**src/shared/pwm_shutdown_pkg.sv**
```systemverilog
// register map, field layout and encodings of the pwm auto-shutdown block
// assumes an 8-bit register port with a two-bit word address
package pwm_shutdown_pkg;

  // ==========================================================
  // register port
  localparam int ADDR_W = 2;
  localparam int DATA_W = 8;
  localparam logic [1:0] ADDR_SHUTDOWN = 2'h0;
  localparam logic [1:0] ADDR_RESTART = 2'h1;
  localparam logic [1:0] ADDR_PWM_CTRL = 2'h2;
  localparam logic [1:0] ADDR_STATUS = 2'h3;
  localparam logic [7:0] RDATA_IDLE = 8'h00;

  // ==========================================================
  // shutdown_control fields
  localparam int SD_FLAG_BIT = 7;
  localparam int SD_SRC_LSB = 4;
  localparam int SD_AC_LSB = 2;
  localparam int SD_BD_LSB = 0;
  localparam int SRC_W = 3;
  localparam int PSS_W = 2;
  localparam int PSS_LEVEL_BIT = 0;
  localparam int PSS_TRI_BIT = 1;
  localparam logic [7:0] SHUTDOWN_RST = 8'h00;

  // ==========================================================
  // restart_and_deadband fields
  localparam int RS_EN_BIT = 7;
  localparam int DB_MAX_W = 7;
  localparam logic [7:0] RESTART_RST = 8'h00;

  // ==========================================================
  // pwm_control fields and status fields
  localparam int PC_CFG_LSB = 6;
  localparam int PC_POL_AC_BIT = 1;
  localparam int PC_POL_BD_BIT = 0;
  localparam logic [7:0] PWM_CTRL_RST = 8'h00;
  localparam int ST_FORCED_BIT = 0;
  localparam int ST_CAUSE_BIT = 1;

  // ==========================================================
  // output configurations
  typedef enum logic [1:0] {
    CFG_SINGLE = 2'h0,
    CFG_FULL_FWD = 2'h1,
    CFG_HALF = 2'h2,
    CFG_FULL_REV = 2'h3
  } out_cfg_t;

endpackage : pwm_shutdown_pkg

```
**src/shared/deadband_if.sv**
```systemverilog
// carries one pwm phase into a dead-band delay stage and back
// assumes both ends run on the same clock
`timescale 1ns/1ps
`default_nettype none

interface deadband_if #(parameter int W = 7);
  logic raw;
  logic [W-1:0] count;
  logic shaped;

  modport ctrl (output raw, output count, input shaped);
  modport delay (input raw, input count, output shaped);
endinterface : deadband_if

`default_nettype wire

```
**src/hw/deadband_delay.sv**
```systemverilog
// delays the rising edge of one pwm phase by a programmed cycle count
// assumes raw and count come from logic on clk
`timescale 1ns/1ps
`default_nettype none

module deadband_delay #(
  parameter int W = 7
) (
  input wire logic clk,
  input wire logic reset_n,
  deadband_if.delay link
);

  // ==========================================================
  // delay counter
  logic [W-1:0] cnt_q;
  logic out_q;

  // falling edge passes after one cycle, rising after count + 1
  always_ff @(posedge clk or negedge reset_n) begin
    if (!reset_n) begin
      cnt_q <= '0;
      out_q <= 1'b0;
    end else if (!link.raw) begin
      cnt_q <= '0;
      out_q <= 1'b0;
    end else if (!out_q) begin
      if (cnt_q == link.count) begin
        out_q <= 1'b1;
      end else begin
        cnt_q <= cnt_q + 1'b1;
      end
    end
  end

  assign link.shaped = out_q;

endmodule : deadband_delay

`default_nettype wire

```
**src/hw/pwm_auto_shutdown.sv**
```systemverilog
// pwm output stage with auto-shutdown, restart and dead-band delay
// assumes clk is the instruction clock; pwm_raw and period_start come
// from the period/duty generator on clk; comparators and fault pin
// are asynchronous
//
// Contract
// - shutdown acts only in enhanced output configurations, on used pins
// - three-bit source select picks comparators and fault pin, 000 off
// - a selected event forces the pins at once, without a clock
// - a/c pair shutdown state: 00 low, 01 high, 1x released
// - b/d pair shutdown state: 00 low, 01 high, 1x released
// - status flag bit 7 is set by hardware on a shutdown event
// - flag set at period start keeps shutdown for the whole period
// - after the flag clears, outputs resume only at next period start
// - writes to the flag are ignored while a cause is active
// - with restart enabled the flag clears itself when the cause ends
// - with restart disabled the flag holds until software clears it
// - an active comparator cause keeps the flag from clearing
// - writing 1 to the flag forces shutdown like a hardware event
// - seven-bit count delays each half-bridge inactive-to-active edge in cycles
// - separate active-low select for the a/c and b/d pairs
// - half-bridge delay only on inactive-to-active transitions
// - half-bridge drives pwm on out_a and its complement on out_b
`timescale 1ns/1ps
`default_nettype none

module pwm_auto_shutdown #(
  parameter int DB_W = 7
) (
  input wire logic clk,
  input wire logic reset_n,
  input wire logic [1:0] reg_addr,
  input wire logic [7:0] reg_wdata,
  input wire logic reg_wr,
  input wire logic reg_rd,
  output logic [7:0] reg_rdata,
  input wire logic pwm_raw,
  input wire logic period_start,
  input wire logic cmp1_out,
  input wire logic cmp2_out,
  input wire logic fault_input,
  output logic out_a,
  output logic out_a_oe,
  output logic out_b,
  output logic out_b_oe,
  output logic out_c,
  output logic out_c_oe,
  output logic out_d,
  output logic out_d_oe
);

  // ==========================================================
  // elaboration check
  if (DB_W < 1 || DB_W > pwm_shutdown_pkg::DB_MAX_W) begin : g_bad_w
    $error("dead-band width must be 1 to 7");
  end

  // ==========================================================
  // register decode
  wire wr_sd = reg_wr && (reg_addr == pwm_shutdown_pkg::ADDR_SHUTDOWN);
  wire wr_rs = reg_wr && (reg_addr == pwm_shutdown_pkg::ADDR_RESTART);
  wire wr_pc = reg_wr && (reg_addr == pwm_shutdown_pkg::ADDR_PWM_CTRL);

  logic flag_q;
  logic flag_d;
  logic [pwm_shutdown_pkg::SRC_W-1:0] src_q;
  logic [pwm_shutdown_pkg::PSS_W-1:0] ac_state_q;
  logic [pwm_shutdown_pkg::PSS_W-1:0] bd_state_q;
  logic restart_en_q;
  logic [DB_W-1:0] db_count_q;
  pwm_shutdown_pkg::out_cfg_t cfg_q;
  pwm_shutdown_pkg::out_cfg_t cfg_act_q;
  logic pol_ac_q;
  logic pol_bd_q;
  logic hold_q;
  logic hold_d;
  logic [7:0] rdata_q;

  // ==========================================================
  // fault input synchronisers
  logic [2:0] meta_q;
  logic [2:0] sync_q;

  always_ff @(posedge clk or negedge reset_n) begin
    if (!reset_n) begin
      meta_q <= 3'h0;
      sync_q <= 3'h0;
    end else begin
      meta_q <= {fault_input, cmp2_out, cmp1_out};
      sync_q <= meta_q;
    end
  end

  // ==========================================================
  // shutdown cause
  wire enhanced = (cfg_act_q != pwm_shutdown_pkg::CFG_SINGLE);
  wire half = (cfg_act_q == pwm_shutdown_pkg::CFG_HALF);
  wire fwd = (cfg_act_q == pwm_shutdown_pkg::CFG_FULL_FWD);
  wire rev = (cfg_act_q == pwm_shutdown_pkg::CFG_FULL_REV);
  wire full = fwd || rev;

  // bit 0 comparator one, bit 1 comparator two, bit 2 fault pin
  wire [2:0] raw_in = {fault_input, cmp2_out, cmp1_out};
  wire cause_raw = enhanced && (|(src_q & raw_in));
  wire cause_sync = enhanced && (|(src_q & sync_q));

  // ==========================================================
  // status flag: a live cause beats any write or auto clear
  wire wr_flag = reg_wdata[pwm_shutdown_pkg::SD_FLAG_BIT];
  wire auto_val = restart_en_q ? 1'b0 : flag_q;
  wire sw_val = wr_sd ? wr_flag : auto_val;
  assign flag_d = cause_sync ? 1'b1 : sw_val;

  // hold keeps shutdown until a period starts with the flag clear
  wire flag_now = flag_q || cause_sync;
  assign hold_d = period_start ? flag_now
    : (hold_q || flag_now);

  // raw cause bypasses all flops so the pins drop with no clock
  wire forced = enhanced && (cause_raw || flag_q || hold_q);

  // ==========================================================
  // control registers
  always_ff @(posedge clk or negedge reset_n) begin
    if (!reset_n) begin
      flag_q <= pwm_shutdown_pkg::SHUTDOWN_RST[
        pwm_shutdown_pkg::SD_FLAG_BIT];
      src_q <= pwm_shutdown_pkg::SHUTDOWN_RST[6:4];
      ac_state_q <= pwm_shutdown_pkg::SHUTDOWN_RST[3:2];
      bd_state_q <= pwm_shutdown_pkg::SHUTDOWN_RST[1:0];
      restart_en_q <= pwm_shutdown_pkg::RESTART_RST[
        pwm_shutdown_pkg::RS_EN_BIT];
      db_count_q <= pwm_shutdown_pkg::RESTART_RST[DB_W-1:0];
      hold_q <= 1'b0;
    end else begin
      flag_q <= flag_d;
      hold_q <= hold_d;
      if (wr_sd) begin
        src_q <= reg_wdata[pwm_shutdown_pkg::SD_SRC_LSB +: 3];
        ac_state_q <= reg_wdata[pwm_shutdown_pkg::SD_AC_LSB +: 2];
        bd_state_q <= reg_wdata[pwm_shutdown_pkg::SD_BD_LSB +: 2];
      end
      if (wr_rs) begin
        restart_en_q <= reg_wdata[pwm_shutdown_pkg::RS_EN_BIT];
        db_count_q <= reg_wdata[DB_W-1:0];
      end
    end
  end

  // configuration written any time, taken on at a period start
  always_ff @(posedge clk or negedge reset_n) begin
    if (!reset_n) begin
      cfg_q <= pwm_shutdown_pkg::CFG_SINGLE;
      cfg_act_q <= pwm_shutdown_pkg::CFG_SINGLE;
      pol_ac_q <= pwm_shutdown_pkg::PWM_CTRL_RST[1];
      pol_bd_q <= pwm_shutdown_pkg::PWM_CTRL_RST[0];
    end else begin
      if (wr_pc) begin
        cfg_q <= pwm_shutdown_pkg::out_cfg_t'(
          reg_wdata[pwm_shutdown_pkg::PC_CFG_LSB +: 2]);
        pol_ac_q <= reg_wdata[pwm_shutdown_pkg::PC_POL_AC_BIT];
        pol_bd_q <= reg_wdata[pwm_shutdown_pkg::PC_POL_BD_BIT];
      end
      if (period_start) begin
        cfg_act_q <= cfg_q;
      end
    end
  end

  // ==========================================================
  // dead-band stages, one per phase
  deadband_if #(.W(DB_W)) db_a ();
  deadband_if #(.W(DB_W)) db_b ();

  // full bridge gets no dead band; the modulated phase uses stage a
  wire [DB_W-1:0] db_eff = half ? db_count_q : '0;
  assign db_a.raw = pwm_raw;
  assign db_a.count = db_eff;
  assign db_b.raw = ~pwm_raw;
  assign db_b.count = db_eff;

  deadband_delay #(.W(DB_W)) u_db_a (
    .clk(clk),
    .reset_n(reset_n),
    .link(db_a.delay)
  );

  deadband_delay #(.W(DB_W)) u_db_b (
    .clk(clk),
    .reset_n(reset_n),
    .link(db_b.delay)
  );

  // ==========================================================
  // output steering, active level before polarity
  wire ph_a = db_a.shaped;
  wire ph_b = db_b.shaped;
  wire act_a = fwd ? 1'b1 : (rev ? 1'b0 : ph_a);
  wire act_b = half ? ph_b : (rev ? ph_a : 1'b0);
  wire act_c = rev;
  wire act_d = fwd ? ph_a : 1'b0;

  wire used_b = half || full;
  wire used_cd = full;

  // ==========================================================
  // pin drive: shutdown state overrides the active level
  wire ac_tri = ac_state_q[pwm_shutdown_pkg::PSS_TRI_BIT];
  wire ac_lvl = ac_state_q[pwm_shutdown_pkg::PSS_LEVEL_BIT];
  wire bd_tri = bd_state_q[pwm_shutdown_pkg::PSS_TRI_BIT];
  wire bd_lvl = bd_state_q[pwm_shutdown_pkg::PSS_LEVEL_BIT];

  assign out_a = forced ? ac_lvl : (act_a ^ pol_ac_q);
  assign out_a_oe = !(forced && ac_tri);
  assign out_c = forced ? ac_lvl : (act_c ^ pol_ac_q);
  assign out_c_oe = used_cd && !(forced && ac_tri);
  assign out_b = forced ? bd_lvl : (act_b ^ pol_bd_q);
  assign out_b_oe = used_b && !(forced && bd_tri);
  assign out_d = forced ? bd_lvl : (act_d ^ pol_bd_q);
  assign out_d_oe = used_cd && !(forced && bd_tri);

  // ==========================================================
  // read port: data only in the cycle after the strobe
  wire [7:0] rd_sd = {flag_q, src_q, ac_state_q, bd_state_q};
  wire [7:0] rd_rs = {restart_en_q, (7)'(db_count_q)};
  wire [7:0] rd_pc = {cfg_q, 4'h0, pol_ac_q, pol_bd_q};
  wire [7:0] rd_st = {6'h00, cause_sync, forced};
  wire [7:0] rd_lo = reg_addr[0] ? rd_rs : rd_sd;
  wire [7:0] rd_hi = reg_addr[0] ? rd_st : rd_pc;
  wire [7:0] rd_word = reg_addr[1] ? rd_hi : rd_lo;

  always_ff @(posedge clk or negedge reset_n) begin
    if (!reset_n) begin
      rdata_q <= pwm_shutdown_pkg::RDATA_IDLE;
    end else begin
      rdata_q <= reg_rd ? rd_word : pwm_shutdown_pkg::RDATA_IDLE;
    end
  end

  assign reg_rdata = rdata_q;

endmodule : pwm_auto_shutdown

`default_nettype wire

```
**config.mk**
```make
export PLATFORM = sky130hd
export DESIGN_NAME = pwm_auto_shutdown
export DESIGN_NICKNAME = d
export VERILOG_FILES = /design/src/shared/pwm_shutdown_pkg.sv /design/src/shared/deadband_if.sv /design/src/hw/deadband_delay.sv /design/src/hw/pwm_auto_shutdown.sv
export SDC_FILE = /design/constraint.sdc
export NUM_CORES = 1
export LEC_CHECK = 0
export ABC_AREA = 1
export BUFFER_PORTS_ARGS = -buffer_cell sky130_fd_sc_hd__buf_2
export CAP_MARGIN = 10
export CORE_MARGIN = 3
export CORE_UTILIZATION = 55
export CTS_CLUSTER_DIAMETER = 80
export CTS_CLUSTER_SIZE = 12
export DETAILED_ROUTE_END_ITERATION = 7
export GPL_ROUTABILITY_DRIVEN = 1
export PLACE_DENSITY = 0.79
export SYNTH_ARGS = -nofsm -noshare
export SYNTH_HDL_FRONTEND = slang
export SYNTH_SLANG_ARGS = --single-unit
```
**constraint.sdc**
```tcl
create_clock -name clk -period 3.9 [get_ports clk]
set_clock_uncertainty 0.1 [all_clocks]
set_input_delay 0.78 -clock clk [delete_from_list [all_inputs] [get_ports clk]]
set_output_delay 0.78 -clock clk [all_outputs]
set_load 0.05 [all_outputs]
```
==> run_results.csv <==
group,metric,value,unit
global_routing,grt_pass1_wl,11250,um
floorplanning,start_util,58.08,%
power,p_sw_share,43.39,%
power,p_switching,0.7061,mW
yosys,synth-seq-area-share,47.41,%
detailed_routing,num_vias,2590,
floorplanning,fp.dieH,77.32,um
final_layout,layoutNonFillerInstCount,470,
power,p_per_area,522.1,mW/mm^2
floorplanning,rows,25,
critical_path,critPathCaptureType,"output port",
final_layout,drive_above_1_share,13.40,%
timing,rsz0062_at_grt,"false",
cts,clock_latency,320,ps
cts,cts_buffers,5,
detailed_routing,drc,0,
power,power_frac_seq,44.3,%
final_layout,area_delta_synth_final,11.40,%
power,p_leak,1.695,nW
critical_path,worstSetupStartpointType,"input port",
outcome,status,"finished clean",
yosys,syn_area,0.002798,mm^2
timing,drv_slew,0,
yosys,synth.distinct_cells,25,
yosys,muxShareOfSynthArea,0,%
placement,dpl.hpwl,4752,um
cts,ctsResizeCount,0,
critical_path,arrival,1930,ps
worst_hold_path,min_path_type,"reg2reg",
final_layout,diodes,0,
cts,clk_pin_slew,110,ps
global_routing,grt_overflow_total,0,
cts,clockBufferDepth,2,
power,pwr-share-comb,34.8,%
detailed_routing,drt_iter0_drc,265,
critical_path,worstPathRequired,3020,ps
cts,h-tree-depth,2,
placement,gp_congestion,0.8729,
final_layout,final_nets,423,
timing,fin_tns_setup,0,ps
cts,clock-root-buffer,"clkbuf_8",
yosys,syn-num-nets,389,
cts,cts_hold_buffers,0,
floorplanning,io_pins,35,
cts,cts.sinks,53,
placement,post-place-cells,462,
cts,cts_tree,"yes",
timing,worst_slew_pin_slew,480.3,ps
placement,port_buffers,34,
yosys,synth_fa_ha_area_share,0.8945,%
yosys,avgSynthCellArea,7.602,um^2
timing,clock.fmax,356.0,MHz
timing,min_period_over_period,72.03,%
global_routing,grt_usage,23.67,%
final_layout,final_cell_mix,"nand2_1 (113), dfrtp_1 (53), inv_1 (47)",
final_layout,final_common_cell,"nand2_1",
power,ir_drop,274.9,uV
detailed_routing,post_drt_wl_per_cell,13.76,um
timing,min_period,2809,ps
floorplanning,die_area,0.005978,mm^2
yosys,yosys.area_share.simple,31.98,%
detailed_routing,routed_wl,6467,um
detailed_routing,viasPerCell,5.511,
run,cap_violations,0,
detailed_routing,postRouteAntennaNets,0,
floorplanning,core_region_area,0.004817,mm^2
critical_path,crit_fanout,9,
yosys,synth_xor_xnor_area_share,3.131,%
cts,postCtsSetupRepairBufs,0,
global_routing,antenna_found_initial,0,
critical_path,path_class,"in2out",
yosys,synth_top_family_by_area,"simple AND/OR/NAND/NOR gates",
power,p_int,0.9211,mW
yosys,synthCells,368,
power,clkPwrFrac,20.9,%
yosys,synth-compound-area-share,8.587,%
yosys,yosysWarnings,0,
global_routing,grt_pass1_vias,2434,
timing,hold_viol_final,0,
floorplanning,die_w,77.32,um
timing,timing.slew.headroom,67.98,%
timing,setup_viol,0,
global_routing,grt_max_degree,33,
yosys,ys_ff_latch,53,
detailed_routing,dr.pass1.iters,5,
state kept, by name, indices dropped and copies added (netlist names):
name                cells
pol_ac_q                1
u_db_a.cnt_q            7
cfg_q                   2
flag_q                  1
ac_state_q              2
u_db_b.cnt_q            7
u_db_a.link.shaped      1
sync_q                  3
meta_q                  3
restart_en_q            1
reg_rdata               8
pol_bd_q                1
db_count_q              7
u_db_b.link.shaped      1
src_q                   3
cfg_act_q               2
hold_q                  1
bd_state_q              2
final timing paths:
kind	from	endpoint	slack, ps	cells after the start
setup / recovery	cmp2_out	out_b	1090	7
min in group asynchronous	reset_n	reg_rdata[0]$_DFF_PN0_	300	1
setup reg to reg	cfg_act_q[1]$_DFFE_PN0P_	u_db_b.cnt_q[5]$_DFFE_PN0P_	1910	10
max in group asynchronous	reset_n	u_db_b.cnt_q[0]$_DFFE_PN0P_	2610	2
hold / removal	meta_q[2]$_DFF_PN0_	sync_q[2]$_DFF_PN0_	260	0
hold reg to reg	meta_q[2]$_DFF_PN0_	sync_q[2]$_DFF_PN0_	260	0
area by class of cell:
| cell class | instances | area (um^2) |
|---|---|---|
| clock buffers | 5 | 68.82 |
| well taps | 67 | 83.83 |
| fillers | 431 | 1700 |
| clock inverters | 3 | 28.78 |
| repair buffers | 35 | 177.7 |
| flip-flops and latches | 53 | 1326 |
| inverters | 49 | 183.9 |
| multi-input cells | 258 | 1247 |
per-stage QoR:
stage	total power [mW]	setup slack [ps]	util [%]	area, um^2	hold WS, ps
after detailed placement	1.292	1114	62.68	3019	235.5
after global placement	1.276	1134	62.68	3019	233.7
after CTS	1.628	1114	64.70	3117	261.1
after global routing	1.732	946.3	64.70	3117	272.2
after floorplan	1.138	785.5	-	2798	231.2
final	1.627	1091	64.70	3117	259.3
Yosys cell counts (all sizes together):
| library cell | count | area (um^2) |
|---|---|---|
| nor3b | 3 | 22.52 |
| a22oi | 4 | 30.03 |
| inv | 49 | 183.9 |
| a221oi | 1 | 8.760 |
| a21oi | 4 | 20.02 |
| nand2 | 116 | 447.9 |
| nor3 | 1 | 5.000 |
| dfrtp | 53 | 1326 |
| o21ai | 28 | 140.1 |
| nand4 | 14 | 87.58 |
| xnor2 | 1 | 8.760 |
| buf | 3 | 21.27 |
| nor2 | 25 | 106.4 |
| o22ai | 3 | 18.77 |
| nand3 | 44 | 225.2 |
| ha | 2 | 25.02 |
| clkbuf | 5 | 18.77 |
| xor2 | 9 | 78.83 |
| o211ai | 3 | 22.52 |
power groups by stage:
stage | registers [mW] | logic, mW | clock network (mW)
2_1_floorplan | 0.720 | 0.418 | 0
3_3_place_gp | 0.727 | 0.549 | 0
3_5_place_dp | 0.730 | 0.562 | 0
4_1_cts | 0.719 | 0.565 | 0.343
5_1_grt | 0.734 | 0.630 | 0.368
6_report | 0.721 | 0.566 | 0.341
cell families (layout without fill, tap and decap cells):
family                     Yosys count  in the layout
and+or+nand+nor                    203            203
buffers and inverters               57             92
adders and majority gates            2              2
DFF                                 53             53
xor gates and xnor gates            10             10
AOI/OAI and AO/OA                   43             43
worst max-delay path, stage by stage:
cell and delay (ps):
buf_2 110, nand2_1 60, nand4_1 230, nand2_1 280, nand2_1 80, o22ai_1 100, buf_2 280
per-layer routing:
metal | part of all wire (%) | track usage, %
met3 | 6.6 | 4.577
met2 | 45 | 36.96
met4 | 2.4 | 8.363
met1 | 46 | 32.92
met5 | 0 | 0
Note: power is estimated with default switching activity, not from simulation.
